[config.mk]
export PLATFORM = sky130hd
export DESIGN_NAME = smd_core
export DESIGN_NICKNAME = d
export VERILOG_FILES = /design/src/smd_pkg.sv /design/src/smd_descriptor_rom.sv /design/src/smd_core.sv
export SDC_FILE = /design/constraint.sdc
export NUM_CORES = 1
export LEC_CHECK = 0
export ABC_AREA = 1
export BUFFER_PORTS_ARGS = -buffer_cell sky130_fd_sc_hd__buf_2
export CAP_MARGIN = 30
export CORE_MARGIN = 2
export CORE_UTILIZATION = 56
export CTS_BUF_LIST = sky130_fd_sc_hd__clkbuf_8 sky130_fd_sc_hd__clkbuf_16
export DETAILED_ROUTE_END_ITERATION = 16
export GPL_TIMING_DRIVEN = 0
export PLACE_DENSITY = 0.83
export SLEW_MARGIN = 10
export SYNTH_ARGS = -nofsm -noshare
export SYNTH_HDL_FRONTEND = slang
export SYNTH_SLANG_ARGS = --single-unit
[constraint.sdc]
create_clock -name I_MCLK -period 2.6 [get_ports I_MCLK]
set_clock_uncertainty 0.1 [all_clocks]
set_input_delay 0.39 -clock I_MCLK [delete_from_list [all_inputs] [get_ports I_MCLK]]
set_output_delay 0.39 -clock I_MCLK [all_outputs]
set_load 0.1 [all_outputs]
[src/smd_pkg.sv]
// Purpose: shared constants for the sector map discovery block
// Assumes: 32-bit AHB-Lite register bus, byte-wide configuration registers
// Notes:   descriptor dwords are built from their fields, not typed as opaque words

package smd_pkg;

  // ---------------------------------------------------------------------------
  // register map (byte addresses, one aligned word each)
  // ---------------------------------------------------------------------------
  localparam logic [7:0] SMD_OFF_ARCH_NV   = 8'h00;
  localparam logic [7:0] SMD_OFF_BOOT_NV   = 8'h04;
  localparam logic [7:0] SMD_OFF_TBL_PTR   = 8'h08;
  localparam logic [7:0] SMD_OFF_TBL_DATA  = 8'h0C;
  localparam logic [7:0] SMD_OFF_ANY_ADDR  = 8'h10;
  localparam logic [7:0] SMD_OFF_ANY_DATA  = 8'h14;
  localparam logic [7:0] SMD_OFF_MAP_STAT  = 8'h18;

  // ---------------------------------------------------------------------------
  // configuration register layout and reset values
  // ---------------------------------------------------------------------------
  localparam int         SMD_UNIFORM_BIT   = 3;
  localparam int         SMD_TOP_BOT_BIT   = 2;
  localparam logic [7:0] SMD_ARCH_NV_RST   = 8'h00;
  localparam logic [7:0] SMD_BOOT_NV_RST   = 8'h00;
  localparam logic [31:0] SMD_ARCH_NV_ADDR = 32'h0000_0004;
  localparam logic [31:0] SMD_BOOT_NV_ADDR = 32'h0000_0002;

  // table pointer: byte offset in [7:0], alternate-table view in [8]
  localparam int         SMD_PTR_VIEW_BIT  = 8;
  localparam logic [7:0] SMD_ALT_SHIFT     = 8'h02;

  // status layout: index in [7:0], valid flag in [8]
  localparam int         SMD_STAT_VALID_BIT = 8;

  // ---------------------------------------------------------------------------
  // map index values
  // ---------------------------------------------------------------------------
  localparam logic [7:0] SMD_IDX_HYB_BOTTOM = 8'h01;
  localparam logic [7:0] SMD_IDX_HYB_TOP    = 8'h03;
  localparam logic [7:0] SMD_IDX_UNIFORM    = 8'h05;

  // ---------------------------------------------------------------------------
  // detection descriptor fields
  // ---------------------------------------------------------------------------
  localparam logic [7:0] SMD_OPC_READ_ANY  = 8'h65;
  localparam logic [1:0] SMD_ADDRLEN_VAR   = 2'b11;
  localparam logic [3:0] SMD_LAT_VAR       = 4'hF;
  localparam logic [1:0] SMD_RFU2          = 2'b11;
  localparam logic [5:0] SMD_RFU6          = 6'h3F;
  localparam logic       SMD_TYPE_CMD      = 1'b0;
  localparam logic       SMD_NOT_END       = 1'b0;
  localparam logic [7:0] SMD_MASK_ARCH     = 8'h08;
  localparam logic [7:0] SMD_MASK_BOOT     = 8'h04;

  localparam logic [7:0] SMD_TBL_BASE      = 8'h48;
  localparam int         SMD_TBL_DWORDS    = 4;
  localparam logic [7:0] SMD_TBL_BYTES     = 8'h10;

  localparam logic [31:0] SMD_DET1_CMD = {SMD_MASK_ARCH, SMD_ADDRLEN_VAR, SMD_RFU2,
                                          SMD_LAT_VAR, SMD_OPC_READ_ANY, SMD_RFU6,
                                          SMD_TYPE_CMD, SMD_NOT_END};
  localparam logic [31:0] SMD_DET2_CMD = {SMD_MASK_BOOT, SMD_ADDRLEN_VAR, SMD_RFU2,
                                          SMD_LAT_VAR, SMD_OPC_READ_ANY, SMD_RFU6,
                                          SMD_TYPE_CMD, SMD_NOT_END};

  typedef logic [31:0] smd_dword_t;

  localparam smd_dword_t SMD_TABLE [SMD_TBL_DWORDS] = '{
    SMD_DET1_CMD, SMD_ARCH_NV_ADDR, SMD_DET2_CMD, SMD_BOOT_NV_ADDR
  };

endpackage : smd_pkg

[src/smd_descriptor_rom.sv]
// Purpose: byte-addressed view of the sector map detection descriptors
// Assumes: offset is relative to the start of the discoverable parameter table
// Notes:   bytes outside the stored span read as zero

`timescale 1ns/1ns

module smd_descriptor_rom (
  input  wire logic [7:0] i_offset,
  output logic      [7:0] o_byte
);

  // ---------------------------------------------------------------------------
  // lookup
  // ---------------------------------------------------------------------------
  logic [7:0] rel;
  logic       in_span;
  logic [1:0] dw_sel;
  logic [1:0] by_sel;
  logic [31:0] dword;

  assign rel     = i_offset - smd_pkg::SMD_TBL_BASE;
  assign in_span = (i_offset >= smd_pkg::SMD_TBL_BASE) && (rel < smd_pkg::SMD_TBL_BYTES);
  assign dw_sel  = rel[3:2];
  assign by_sel  = rel[1:0];
  assign dword   = smd_pkg::SMD_TABLE[dw_sel];

  // little-endian byte order within each dword
  assign o_byte  = in_span ? dword[{by_sel, 3'b000} +: 8] : 8'h00;

endmodule : smd_descriptor_rom

[src/smd_core.sv]
// Purpose: sector map discovery support behind an AHB-Lite register port
// Assumes: single zero-wait transfers, whole words only, response always OKAY
// Notes:   configuration bytes live in flops here; nonvolatile storage is elsewhere

`timescale 1ns/1ns

module smd_core (
  input  wire logic        I_MCLK,
  input  wire logic        I_RESET,
  input  wire logic        I_HSEL,
  input  wire logic [31:0] I_HADDR,
  input  wire logic [1:0]  I_HTRANS,
  input  wire logic        I_HWRITE,
  input  wire logic [2:0]  I_HSIZE,
  input  wire logic [31:0] I_HWDATA,
  input  wire logic        I_HREADY,
  output logic      [31:0] O_HRDATA,
  output logic             O_HREADYOUT,
  output logic             O_HRESP
);

  // ---------------------------------------------------------------------------
  // address match helper, shared by both phases
  // ---------------------------------------------------------------------------
  function automatic logic hit(input logic [31:0] addr, input logic [7:0] off);
    hit = (addr[31:8] == 24'h00_0000) && (addr[7:0] == off);
  endfunction : hit

  // ---------------------------------------------------------------------------
  // state
  // ---------------------------------------------------------------------------
  logic [7:0]  arch_nv_r;
  logic [7:0]  arch_nv_nxt;
  logic [7:0]  boot_nv_r;
  logic [7:0]  boot_nv_nxt;
  logic [8:0]  ptr_r;
  logic [8:0]  ptr_nxt;
  logic [31:0] any_addr_r;
  logic [31:0] any_addr_nxt;
  logic        wr_pend_r;
  logic [31:0] wr_addr_r;
  logic [31:0] rdata_r;
  logic [31:0] rdata_nxt;

  // ---------------------------------------------------------------------------
  // bus phase decode
  // ---------------------------------------------------------------------------
  logic addr_valid;
  logic rd_take;
  logic wr_take;
  logic rd_tbl_data;

  // htrans[1] covers NONSEQ and SEQ; hsize is accepted as-is, only words are used
  assign addr_valid  = I_HSEL && I_HTRANS[1] && I_HREADY;
  assign rd_take     = addr_valid && !I_HWRITE;
  assign wr_take     = addr_valid && I_HWRITE;
  assign rd_tbl_data = rd_take && hit(I_HADDR, smd_pkg::SMD_OFF_TBL_DATA);

  logic wr_arch;
  logic wr_boot;
  logic wr_ptr;
  logic wr_any;

  assign wr_arch = wr_pend_r && hit(wr_addr_r, smd_pkg::SMD_OFF_ARCH_NV);
  assign wr_boot = wr_pend_r && hit(wr_addr_r, smd_pkg::SMD_OFF_BOOT_NV);
  assign wr_ptr  = wr_pend_r && hit(wr_addr_r, smd_pkg::SMD_OFF_TBL_PTR);
  assign wr_any  = wr_pend_r && hit(wr_addr_r, smd_pkg::SMD_OFF_ANY_ADDR);

  // ---------------------------------------------------------------------------
  // map index assembly
  // ---------------------------------------------------------------------------
  logic       uniform_map_select_bit;
  logic       parameter_sector_top_bottom_bit;
  logic [7:0] map_index;
  logic       map_valid;

  assign uniform_map_select_bit          = arch_nv_r[smd_pkg::SMD_UNIFORM_BIT];
  assign parameter_sector_top_bottom_bit = boot_nv_r[smd_pkg::SMD_TOP_BOT_BIT];

  // index bits sit above a constant one: 0b0ab1 gives 01h, 03h, 05h, 07h
  assign map_index = {5'b00000, uniform_map_select_bit,
                      parameter_sector_top_bottom_bit, 1'b1};

  // uniform with top sectors (07h) has no published map
  assign map_valid = (map_index == smd_pkg::SMD_IDX_HYB_BOTTOM) ||
                     (map_index == smd_pkg::SMD_IDX_HYB_TOP)    ||
                     (map_index == smd_pkg::SMD_IDX_UNIFORM);

  // ---------------------------------------------------------------------------
  // descriptor table window
  // ---------------------------------------------------------------------------
  logic [7:0] tbl_offset;
  logic [7:0] tbl_byte;

  // alternate view sits two bytes above the primary table
  assign tbl_offset = ptr_r[smd_pkg::SMD_PTR_VIEW_BIT] ?
                      (ptr_r[7:0] - smd_pkg::SMD_ALT_SHIFT) : ptr_r[7:0];

  smd_descriptor_rom u_rom (
    .i_offset (tbl_offset),
    .o_byte   (tbl_byte)
  );

  // ---------------------------------------------------------------------------
  // read any register emulation
  // ---------------------------------------------------------------------------
  logic [7:0] any_byte;

  assign any_byte = (any_addr_r == smd_pkg::SMD_ARCH_NV_ADDR) ? arch_nv_r :
                    (any_addr_r == smd_pkg::SMD_BOOT_NV_ADDR) ? boot_nv_r :
                    8'h00;

  // ---------------------------------------------------------------------------
  // read mux
  // ---------------------------------------------------------------------------
  logic [31:0] status_word;

  assign status_word = {23'h00_0000, map_valid, map_index};

  always_comb begin
    rdata_nxt = 32'h0000_0000;
    if (!rd_take) begin
      rdata_nxt = 32'h0000_0000;
    end else if (hit(I_HADDR, smd_pkg::SMD_OFF_ARCH_NV)) begin
      rdata_nxt = {24'h00_0000, arch_nv_r};
    end else if (hit(I_HADDR, smd_pkg::SMD_OFF_BOOT_NV)) begin
      rdata_nxt = {24'h00_0000, boot_nv_r};
    end else if (hit(I_HADDR, smd_pkg::SMD_OFF_TBL_PTR)) begin
      rdata_nxt = {23'h00_0000, ptr_r};
    end else if (hit(I_HADDR, smd_pkg::SMD_OFF_TBL_DATA)) begin
      rdata_nxt = {24'h00_0000, tbl_byte};
    end else if (hit(I_HADDR, smd_pkg::SMD_OFF_ANY_ADDR)) begin
      rdata_nxt = any_addr_r;
    end else if (hit(I_HADDR, smd_pkg::SMD_OFF_ANY_DATA)) begin
      rdata_nxt = {24'h00_0000, any_byte};
    end else if (hit(I_HADDR, smd_pkg::SMD_OFF_MAP_STAT)) begin
      rdata_nxt = status_word;
    end else begin
      rdata_nxt = 32'h0000_0000;
    end
  end

  // ---------------------------------------------------------------------------
  // register next values
  // ---------------------------------------------------------------------------
  assign arch_nv_nxt  = wr_arch ? I_HWDATA[7:0] : arch_nv_r;
  assign boot_nv_nxt  = wr_boot ? I_HWDATA[7:0] : boot_nv_r;
  assign any_addr_nxt = wr_any  ? I_HWDATA      : any_addr_r;

  // a table read steps the pointer so a host can stream bytes;
  // the view bit is kept, the offset wraps at the byte boundary
  assign ptr_nxt = wr_ptr      ? I_HWDATA[8:0] :
                   rd_tbl_data ? {ptr_r[smd_pkg::SMD_PTR_VIEW_BIT], ptr_r[7:0] + 8'h01} :
                   ptr_r;

  // ---------------------------------------------------------------------------
  // flops
  // ---------------------------------------------------------------------------
  always_ff @(posedge I_MCLK) begin
    if (I_RESET) begin
      arch_nv_r  <= smd_pkg::SMD_ARCH_NV_RST;
      boot_nv_r  <= smd_pkg::SMD_BOOT_NV_RST;
      ptr_r      <= 9'h000;
      any_addr_r <= 32'h0000_0000;
    end else begin
      arch_nv_r  <= arch_nv_nxt;
      boot_nv_r  <= boot_nv_nxt;
      ptr_r      <= ptr_nxt;
      any_addr_r <= any_addr_nxt;
    end
  end

  always_ff @(posedge I_MCLK) begin
    if (I_RESET) begin
      wr_pend_r <= 1'b0;
      wr_addr_r <= 32'h0000_0000;
    end else begin
      wr_pend_r <= wr_take;
      wr_addr_r <= wr_take ? I_HADDR : wr_addr_r;
    end
  end

  // never stalls, never errors
  always_ff @(posedge I_MCLK) begin
    if (I_RESET) begin
      rdata_r     <= 32'h0000_0000;
      O_HREADYOUT <= 1'b1;
      O_HRESP     <= 1'b0;
    end else begin
      rdata_r     <= rdata_nxt;
      O_HREADYOUT <= 1'b1;
      O_HRESP     <= 1'b0;
    end
  end

  assign O_HRDATA = rdata_r;

endmodule : smd_core

==> metrics, run 1 <==
result of the run finished, final reports clean; number of enable-type register cells in the synthesized netlist 0; num ports 108; Max Fclk 406.2 MHz; global placer's final weighted congestion 0.9568; iteration-0 DRC count of the detailed router 556; Async S/R FF share, synth 0; sort of element at the end of the critical path flop; number of rows created at floorplan 37; pre-CTS setup slack -0.05283 ns; category of the worst setup path launch point flop; worst-margin pin slew 0.7366 ns; cell area after synthesis 5901 µm²; share of synthesized area occupied by flip-flops and latches 0.4139; Lkg Pwr 3.290 nW; ranking of synthesized cells by area sky130_fd_sc_hd__dfxtp_1 41%, sky130_fd_sc_hd__nor2_1 14%, sky130_fd_sc_hd__nand2_1 6.7%, sky130_fd_sc_hd__inv_1 6.2%, sky130_fd_sc_hd__o21ai_0 5.4%; number of CTS-inserted buffers 17; core utilization of the finished layout 0.7057; Clock Tree Buf Depth 2; worst setup path class flop to flop; Final WS setup 0.1383 ns; number of max-capacitance violations reported 0; library cells used by synthesis 41; final worst-path cycle share 0.9468; detailed-router iteration count before antenna repair 7; headroom to the max-slew limit 0.5071; ratio of total power to cell area 640.6 nW/µm²; source-to-sink clock delay at the later pin of the worst-skew pair 0.53 ns; most repeated cell in the gate-level netlist after synthesis sky130_fd_sc_hd__nor2_1; total count of hold-check failures in the final report 0; H-tree depth reported by CTS 4; fraction of layout cells with a size suffix above 1 0.1832; vias in the first global route 5622; first-pass GRT wire length 26430 µm; remaining global-route overflow 0; die height 106.7 µm; clock edge transition at the registers on the reported setup and hold paths 0.06 ns; horizontal die dimension 106.7 µm; Synth top area share 0.4139; Tmin final 2.462 ns; setup TNS 0 ns; nets in the synthesized netlist 942; number of I/O port buffers 100; post-detailed-route via-to-cell ratio 5.352; vias 6075; cell count after synthesis 863; Remaining DRCs 0; antenna cells 0; clk root buf sky130_fd_sc_hd__clkbuf_8; cells along the critical path inv_1 > ha_1 > nand2_1 > nand2_1 > nand2_2 > inv_1 > ha_1 > inv_1 > nand2_1 > inv_1 > nand2_1 > nor2_1 > nand2_1 > nor2_2 > nand2_2 > nand3_1 > nand2_1 > a21oi_2; maximum fanout count along the critical path 7; sum of net half-perimeters after detailed placement 11750 µm; Yosys warnings 0; critical path arrival 2.82 ns; most frequent cell on the critical path sky130_fd_sc_hd__nand2_1; worst hold-check slack 0.001412 ns; commonest cells in the netlist 215 x sky130_fd_sc_hd__nor2_1, 122 x sky130_fd_sc_hd__dfxtp_1, 106 x sky130_fd_sc_hd__nand2_1; Die Outline Area 11370 µm²; Critical path buffers and inverters 4; combined global-route utilization of all metal layers 0.2963; antenna violations before repair 0; kind of path behind the tightest hold check primary input to flop; top cell family by delay on the critical path simple AND/OR/NAND/NOR gates; CTS tree built; maximum ir drop on the vdd rail 372.8 µV; final-layout fill cell count 911; CTS sink cnt 122; Final setup viols 0; max-slew violation count 0; number of nets in the final layout 1065; required time at the endpoint of the critical path 2.96 ns; layout overhead on the synthesized area 22.92%; maximum number of pins on one net before global-route repair 17; delay of the slowest critical-path stage 0.39 ns; number of synthesized register bits 122; commonest register cell after synthesis sky130_fd_sc_hd__dfxtp_1; post-route total power 0.004647 W; Initial Util 0.5741; post-detailed-routing wire length 16410 µm; critical path's slowest cell sky130_fd_sc_hd__dfxtp_4; placeable core region 10280 µm²; Synth area leader sky130_fd_sc_hd__dfxtp_1; residual antenna-violating net count after detailed routing 0; post-synthesis area per instance 6.837 µm²; Routed wire per std cell 14.45 µm
==> worst min-delay path, delay by kind of cell <==
| family | cells | cell delay [ns] |
|---|---|---|
| buffers and inverters | 1 | 0.09 |
| AND/OR/NAND/NOR | 2 | 0.12 |
==> flip-flops by register name (all words and copies together) (netlist names) <==
register    cells
boot_nv_r       8
any_addr_r     32
arch_nv_r       8
wr_addr_r      32
O_HRDATA       32
ptr_r           9
wr_pend_r       1
==> timing repair <==
action,CTS,global route
hold endpoints to repair,4,0
gates resized for setup,2,6
setup buffers,0,0
hold buffers,4,0
endpoints found under the setup margin,1,4
gates cloned,0,0
==> cells by family (layout without fill, tap and decap cells) <==
kind of cell,after synthesis,count (layout),synth area share
compound gates,125,125,0.1177
other cells,2,2,0.001273
fa+ha+maj,5,5,0.01060
xor+xnor,5,5,0.007421
buf+inv,138,274,0.09351
simple gates,466,466,0.3556
flops,122,122,0.4139
==> layout make-up <==
cell class              instances  area [µm²]  share of cell area
repair buffers                104       540.5             0.07452
multi-input cells             603        2918              0.4023
inverters                     106       397.9             0.05486
flip-flops and latches        122        2450              0.3378
clock inverters                14       195.2             0.02691
well taps                     136       170.2             0.02346
plain buffers                  32       153.9             0.02122
clock buffers                  18       427.9             0.05900
==> layer usage <==
metal	routed length, µm	vias to the layer above	GRT usage
met4	567	0	0.1410
li1	-	3030	-
met3	1319	55	0.06140
met5	0	-	0
met1	6957	2723	0.3682
met2	7561	267	0.4914
==> through the flow <==
step	area (µm²)	instances
2_1_floorplan	5901	863
5_1_grt	7253	1135
6_report	7253	1135
3_3_place_gp	6571	1099
3_5_place_dp	6571	1099
4_1_cts	7237	1135
==> final timing paths <==
| check | from | slack [ns] | endpoint | cells past startpoint |
|---|---|---|---|---|
| min reg2reg | any_addr_r[21]$_SDFFE_PP0P_ | 0.34 | O_HRDATA[21]$_SDFF_PP0_ | 2 |
| max | ptr_r[2]$_SDFFE_PP0P_ | 0.14 | O_HRDATA[7]$_SDFF_PP0_ | 18 |
| min | I_HADDR[17] | 0.001 | wr_addr_r[17]$_SDFFE_PP0P_ | 3 |
| max reg2reg | ptr_r[2]$_SDFFE_PP0P_ | 0.14 | O_HRDATA[7]$_SDFF_PP0_ | 18 |
==> power breakdown <==
part | leakage (nW) | switching (W) | internal [W]
logic | 2.00 | 0.000174 | 0.0000891
clock network | 0.299 | 0.000898 | 0.00159
registers | 0.986 | 0.0000113 | 0.00189
total | 3.29 | 0.00108 | 0.00356
==> layout by cell type, fill, tap and decap left out, types with 3 or more instances in the layout <==
cell type / instances
sky130_fd_sc_hd__a211oi_1: 15
sky130_fd_sc_hd__a21oi_1: 33
sky130_fd_sc_hd__a31oi_1: 3
sky130_fd_sc_hd__buf_2: 106
sky130_fd_sc_hd__buf_4: 5
sky130_fd_sc_hd__bufinv_16: 4
sky130_fd_sc_hd__clkbuf_1: 20
sky130_fd_sc_hd__clkbuf_16: 16
sky130_fd_sc_hd__clkinv_4: 3
sky130_fd_sc_hd__clkinvlp_4: 3
sky130_fd_sc_hd__dfxtp_1: 120
sky130_fd_sc_hd__dlygate4sd3_1: 4
sky130_fd_sc_hd__ha_1: 5
sky130_fd_sc_hd__inv_1: 98
sky130_fd_sc_hd__inv_2: 9
sky130_fd_sc_hd__nand2_1: 104
sky130_fd_sc_hd__nand2_2: 4
sky130_fd_sc_hd__nand3_1: 43
sky130_fd_sc_hd__nand3_2: 5
sky130_fd_sc_hd__nand3b_1: 3
sky130_fd_sc_hd__nand4_1: 14
sky130_fd_sc_hd__nor2_1: 214
sky130_fd_sc_hd__nor2_2: 6
sky130_fd_sc_hd__nor2_4: 3
sky130_fd_sc_hd__nor3_1: 53
sky130_fd_sc_hd__nor4_1: 3
sky130_fd_sc_hd__o21ai_0: 64
sky130_fd_sc_hd__or2_1: 4
sky130_fd_sc_hd__xor2_1: 5
Note: power is estimated with default switching activity, not from simulation.
==> run 2: changes to the inputs <==
--- a/config.mk
+++ b/config.mk
@@ -9,11 +9,11 @@
 export BUFFER_PORTS_ARGS = -buffer_cell sky130_fd_sc_hd__buf_2
 export CAP_MARGIN = 30
 export CORE_MARGIN = 2
-export CORE_UTILIZATION = 56
+export CORE_UTILIZATION = 55
 export CTS_BUF_LIST = sky130_fd_sc_hd__clkbuf_8 sky130_fd_sc_hd__clkbuf_16
 export DETAILED_ROUTE_END_ITERATION = 16
 export GPL_TIMING_DRIVEN = 0
-export PLACE_DENSITY = 0.83
+export PLACE_DENSITY = 0.82
 export SLEW_MARGIN = 10
 export SYNTH_ARGS = -nofsm -noshare
 export SYNTH_HDL_FRONTEND = slang
==> metrics, run 2 (synthesis results as in run 1) <==
CTS sink cnt 122; antenna cells 0; num ports 108; number of rows created at floorplan 37; met3 layer usage reported by global route 0.05024; max-slew violation count 0; core utilization of the finished layout 0.6882; Die Outline Area 11570 µm²; clock edge transition at the registers on the reported setup and hold paths 0.06 ns; logic depth of the worst register-to-register path 18; vias in the first global route 5582; startpoint of the tightest hold check path I_HADDR[24]; FF/Latch Area 2450 µm²; global route hottest layer met2; worst-margin pin slew 0.7355 ns; required time at the endpoint of the critical path 2.96 ns; detailed-router iteration count before antenna repair 6; most common library cell in the layout ignoring fill and taps sky130_fd_sc_hd__nor2_1; maximum ir drop on the vdd rail 350.0 µV; critical path arrival 2.78 ns; remaining global-route overflow 0; category of the worst setup path launch point flop; maximum number of pins on one net before global-route repair 17; result of the run finished, final reports clean; vias 6047; post-detailed-route via-to-cell ratio 5.328; residual antenna-violating net count after detailed routing 0; maximum fanout count along the critical path 7; worst setup path class flop to flop; final design instance area without fill 7137 µm²; Min-Delay Endpoint wr_addr_r[24]$_SDFFE_PP0P_; depth of the worst hold-timing path 3; source-to-sink clock delay at the later pin of the worst-skew pair 0.52 ns; capture point of the worst reg-to-reg path O_HRDATA[7]$_SDFF_PP0_; number of non-filler instances in the completed layout 1135; die height 107.6 µm; sum of net half-perimeters after detailed placement 11600 µm; combined area of the multi-input logic cells 2918 µm²; Routed wire per std cell 14.05 µm; placeable core region 10370 µm²; iteration-0 DRC count of the detailed router 529; layout overhead on the synthesized area 20.95%; CTS tree built; ratio of total power to cell area 588.9 nW/µm²; number of placed instances with taps included 1099; RR Startpoint ptr_r[2]$_SDFFE_PP0P_; first-pass GRT wire length 26030 µm; DP Area 6571 µm²; Initial Util 0.5690; horizontal die dimension 107.6 µm; kind of path behind the tightest hold check primary input to flop; setup repair after global routing missed its margin false; clk root buf sky130_fd_sc_hd__clkbuf_8; number of nets in the final layout 1065; setup slack on the worst flop-to-flop path 0.18 ns; final-layout fill cell count 950; final worst-path cycle share 0.9324; number of max-capacitance violations reported 0; H-tree depth reported by CTS 4; Tmin final 2.424 ns; post-detailed-routing wire length 15950 µm; antenna violations before repair 0; Clock Tree Buf Depth 2; fraction of layout cells with a size suffix above 1 0.1842; number of I/O port buffers 100; Final setup viols 0; number of CTS-inserted buffers 17; Lkg Pwr 3.241 nW; Max Fclk 412.5 MHz; total count of hold-check failures in the final report 0; setup TNS 0 ns; headroom to the max-slew limit 0.5079; post-route total power 0.004203 W; most frequent cells in the layout 213 x sky130_fd_sc_hd__nor2_1, 120 x sky130_fd_sc_hd__dfxtp_1, 106 x sky130_fd_sc_hd__buf_2, 105 x sky130_fd_sc_hd__nand2_1, 99 x sky130_fd_sc_hd__inv_1; met2 track demand over resource 0.4591; Remaining DRCs 0; global placer's final weighted congestion 0.9558; met1 GRT Util 0.3784; combined global-route utilization of all metal layers 0.2881; sort of element at the end of the critical path flop
run 2: layer usage:
layer / wire length [µm] / vias to the layer above
met3: 1280 / 46
li1: - / 3030
met5: 0 / -
met4: 527 / 0
met1: 7049 / 2695
met2: 7093 / 276
run 2: per-stage QoR:
stage / worst slack (ns) / hold WS, ns
after CTS: 0.06532 / 0.0001643
after global routing: 0.01175 / 0.006867
after detailed placement: 0.004863 / 0.3341
after global placement: -0.006946 / 0.3294
after floorplan: 0.3747 / 0.3219
final: 0.1758 / 0.004988
run 2: layout make-up:
cell class,instances,share of cell area
Buffer,32,0.02156
Clock buffer,18,0.05996
Clock inverter,14,0.01175
Inverter,106,0.05575
Multi-Input combinational cell,603,0.4088
Sequential cell,122,0.3433
Tap cell,136,0.02384
Timing Repair Buffer,104,0.07504
run 2: worst max path at each step:
stage | slack (ns) | endpoint | from | cells after the start
final | 0.18 | O_HRDATA[7]$_SDFF_PP0_ | ptr_r[2]$_SDFFE_PP0P_ | 18
after global placement | -0.007 | O_HRDATA[7]$_SDFF_PP0_ | ptr_r[2]$_SDFFE_PP0P_ | 18
after global routing | 0.01 | O_HRDATA[7]$_SDFF_PP0_ | ptr_r[1]$_SDFFE_PP0P_ | 18
after floorplan | 0.37 | O_HRDATA[7]$_SDFF_PP0_ | ptr_r[1]$_SDFFE_PP0P_ | 18
after detailed placement | 0.005 | O_HRDATA[7]$_SDFF_PP0_ | ptr_r[2]$_SDFFE_PP0P_ | 18
after CTS | 0.07 | O_HRDATA[7]$_SDFF_PP0_ | ptr_r[1]$_SDFFE_PP0P_ | 18
run 2: worst max-delay path: stages (launching register included):
cell                      delay, ns
sky130_fd_sc_hd__dfxtp_4       0.39
sky130_fd_sc_hd__inv_1         0.09
sky130_fd_sc_hd__ha_1          0.21
sky130_fd_sc_hd__nand2_1       0.10
sky130_fd_sc_hd__nand2_1       0.07
sky130_fd_sc_hd__nand2_2       0.11
sky130_fd_sc_hd__inv_1         0.08
sky130_fd_sc_hd__ha_1          0.29
sky130_fd_sc_hd__inv_1         0.07
sky130_fd_sc_hd__nand2_1       0.05
sky130_fd_sc_hd__inv_1         0.05
sky130_fd_sc_hd__nand2_1       0.05
sky130_fd_sc_hd__nor2_2        0.10
sky130_fd_sc_hd__nand2_1       0.08
sky130_fd_sc_hd__nor2_2        0.12
sky130_fd_sc_hd__nand2_1       0.11
sky130_fd_sc_hd__nand3_1       0.08
sky130_fd_sc_hd__nand2_1       0.08
sky130_fd_sc_hd__a21oi_2       0.13
run 2: timing repair:
item | in CTS | in global routing
resized for setup | 2 | 6
pin swaps | 0 | 1
endpoints found under the setup margin | 1 | 4
hold endpoints to repair | 2 | 0
buffers inserted | 0 | 2
hold buffers | 2 | 0
run 2: report_power, final:
part	switching (W)	total (W)	internal (W)	leakage (nW)
logic	0.000176	0.000263	0.0000872	2.00
registers	0.0000113	0.00190	0.00189	0.986
clock network	0.000864	0.00204	0.00118	0.251
total	0.00105	0.00420	0.00315	3.24
==> run 3: changes to the inputs <==
--- a/config.mk
+++ b/config.mk
@@ -14,6 +14,8 @@
 export DETAILED_ROUTE_END_ITERATION = 16
 export GPL_TIMING_DRIVEN = 0
 export PLACE_DENSITY = 0.82
+export RECOVER_POWER = 100
+export SETUP_SLACK_MARGIN = 0.05
 export SLEW_MARGIN = 10
 export SYNTH_ARGS = -nofsm -noshare
 export SYNTH_HDL_FRONTEND = slang
==> metrics, run 3 (synthesis results as in run 1) <==
CTS sink cnt 122; Remaining DRCs 0; setup repair after global routing missed its margin false; antenna cells 0; vias 6030; Tmin final 2.393 ns; category of the worst setup path launch point flop; most frequent cells in the layout 214 x sky130_fd_sc_hd__nor2_1, 120 x sky130_fd_sc_hd__dfxtp_1, 105 x sky130_fd_sc_hd__nand2_1, 102 x sky130_fd_sc_hd__inv_1, 71 x sky130_fd_sc_hd__buf_2; number of I/O port buffers 100; worst setup path class flop to flop; post-detailed-routing wire length 15970 µm; fraction of layout cells with a size suffix above 1 0.1461; Routed wire per std cell 14.07 µm; placeable core region 10370 µm²; most frequent cell on the critical path sky130_fd_sc_hd__nand2_1; post-detailed-route via-to-cell ratio 5.313; residual antenna-violating net count after detailed routing 0; required time at the endpoint of the critical path 2.96 ns; num ports 108; post-route total power 0.004196 W; sum of net half-perimeters after detailed placement 11600 µm; Initial Util 0.5690; clk root buf sky130_fd_sc_hd__clkbuf_8; vias in the first global route 5582; die height 107.6 µm; global placer's final weighted congestion 0.9558; worst hold-check slack 0.005517 ns; detailed-routing wirelength on met1 6990 µm; number of rows created at floorplan 37; Final setup viols 0; sort of element at the end of the critical path flop; Lkg Pwr 3.096 nW; maximum ir drop on the vdd rail 348.1 µV; final-layout fill cell count 972; remaining global-route overflow 0; Clock Tree Buf Depth 2; detailed-router iteration count before antenna repair 5; source-to-sink clock delay at the later pin of the worst-skew pair 0.52 ns; maximum fanout count along the critical path 7; clock edge transition at the registers on the reported setup and hold paths 0.06 ns; first-pass GRT wire length 26030 µm; combined area of the multi-input logic cells 2895 µm²; total count of hold-check failures in the final report 0; worst-margin pin slew 1.172 ns; layout overhead on the synthesized area 19.83%; FF/Latch Area 2450 µm²; met3 WL 1304 µm; Die Outline Area 11570 µm²; number of CTS-inserted buffers 17; combined global-route utilization of all metal layers 0.2881; cells along the critical path inv_1 > ha_2 > nand2_1 > nand2_1 > nand2_2 > inv_1 > ha_1 > inv_1 > nand2_1 > inv_1 > nand2_1 > nor2_2 > nand2_1 > nor2_2 > nand2_1 > nand3_1 > nand2_1 > a21oi_2; result of the run finished, final reports clean; ratio of total power to cell area 593.5 nW/µm²; core utilization of the finished layout 0.6818; most common library cell in the layout ignoring fill and taps sky130_fd_sc_hd__nor2_1; horizontal die dimension 107.6 µm; critical path's slowest cell sky130_fd_sc_hd__dfxtp_4; iteration-0 DRC count of the detailed router 491; routed length on met2 7159 µm; antenna violations before repair 0; CTS tree built; number of nets in the final layout 1065; highest routed metal layer met4; number of max-capacitance violations reported 0; final worst-path cycle share 0.9202; H-tree depth reported by CTS 4; critical path arrival 2.75 ns; max-slew violation count 0; maximum number of pins on one net before global-route repair 17; headroom to the max-slew limit 0.2218; kind of path behind the tightest hold check primary input to flop; delay of the slowest critical-path stage 0.39 ns; Max Fclk 418.0 MHz
run 3: cell types whose count changed in the layout (fill, tap and decap cells not counted), moves of 3 or more:
cell	change
sky130_fd_sc_hd__buf_2	-35
sky130_fd_sc_hd__clkbuf_1	+33
sky130_fd_sc_hd__clkbuf_2	+3
sky130_fd_sc_hd__inv_1	+3
sky130_fd_sc_hd__inv_2	-3
run 3: area by class of cell:
| type | instances | share of cell area |
|---|---|---|
| flip-flops and latches | 122 | 0.3465 |
| well taps | 136 | 0.02407 |
| multi-input cells | 603 | 0.4095 |
| plain buffers | 32 | 0.02141 |
| repair buffers | 104 | 0.06990 |
| clock inverters | 14 | 0.01186 |
| inverters | 106 | 0.05627 |
| clock buffers | 18 | 0.06052 |
run 3: path summary, 6_finish.rpt:
kind / startpoint / end / slack [ns] / cells past startpoint
setup / recovery: ptr_r[2]$_SDFFE_PP0P_ / O_HRDATA[7]$_SDFF_PP0_ / 0.21 / 18
hold reg to reg: any_addr_r[14]$_SDFFE_PP0P_ / O_HRDATA[14]$_SDFF_PP0_ / 0.34 / 2
setup reg to reg: ptr_r[2]$_SDFFE_PP0P_ / O_HRDATA[7]$_SDFF_PP0_ / 0.21 / 18
hold / removal: I_HADDR[24] / wr_addr_r[24]$_SDFFE_PP0P_ / 0.006 / 3
run 3: what timing repair did:
action | in CTS | in global routing
hold endpoints to repair | 2 | 0
hold buffers | 2 | 0
setup buffers | 0 | 2
pin swaps | 0 | 1
gates resized for setup | 2 | 7
setup endpoints to repair | 2 | 6
run 3: where the power goes:
part | internal (W) | switching, W
registers | 0.00189 | 0.0000113
logic | 0.0000840 | 0.000170
clock network | 0.00118 | 0.000867
total | 0.00315 | 0.00105
run 3: worst max-delay path: cells and delay by family, from the launching register on:
kind                       cells  cell delay (ns)
AOI/OAI and AO/OA              1             0.14
and+or+nand+nor               11             0.94
adders and majority gates      2             0.48
buffers and inverters          4             0.29
DFF                            1             0.39
run 3: layer usage:
layer,up-vias,GRT usage
met1,2684,0.3784
met2,268,0.4591
met3,47,0.05024
met4,0,0.1374
met5,-,0
li1,3031,-
run 3: through the flow:
stage	cell area [µm²]	setup WS [ns]	cells	setup TNS (ns)
2_1_floorplan	5901	0.3747	863	0
3_3_place_gp	6571	-0.006946	1099	-0.006946
3_5_place_dp	6571	0.004863	1099	0
4_1_cts	7106	0.06532	1133	0
5_1_grt	7071	0.03564	1135	0
6_report	7071	0.2075	1135	0
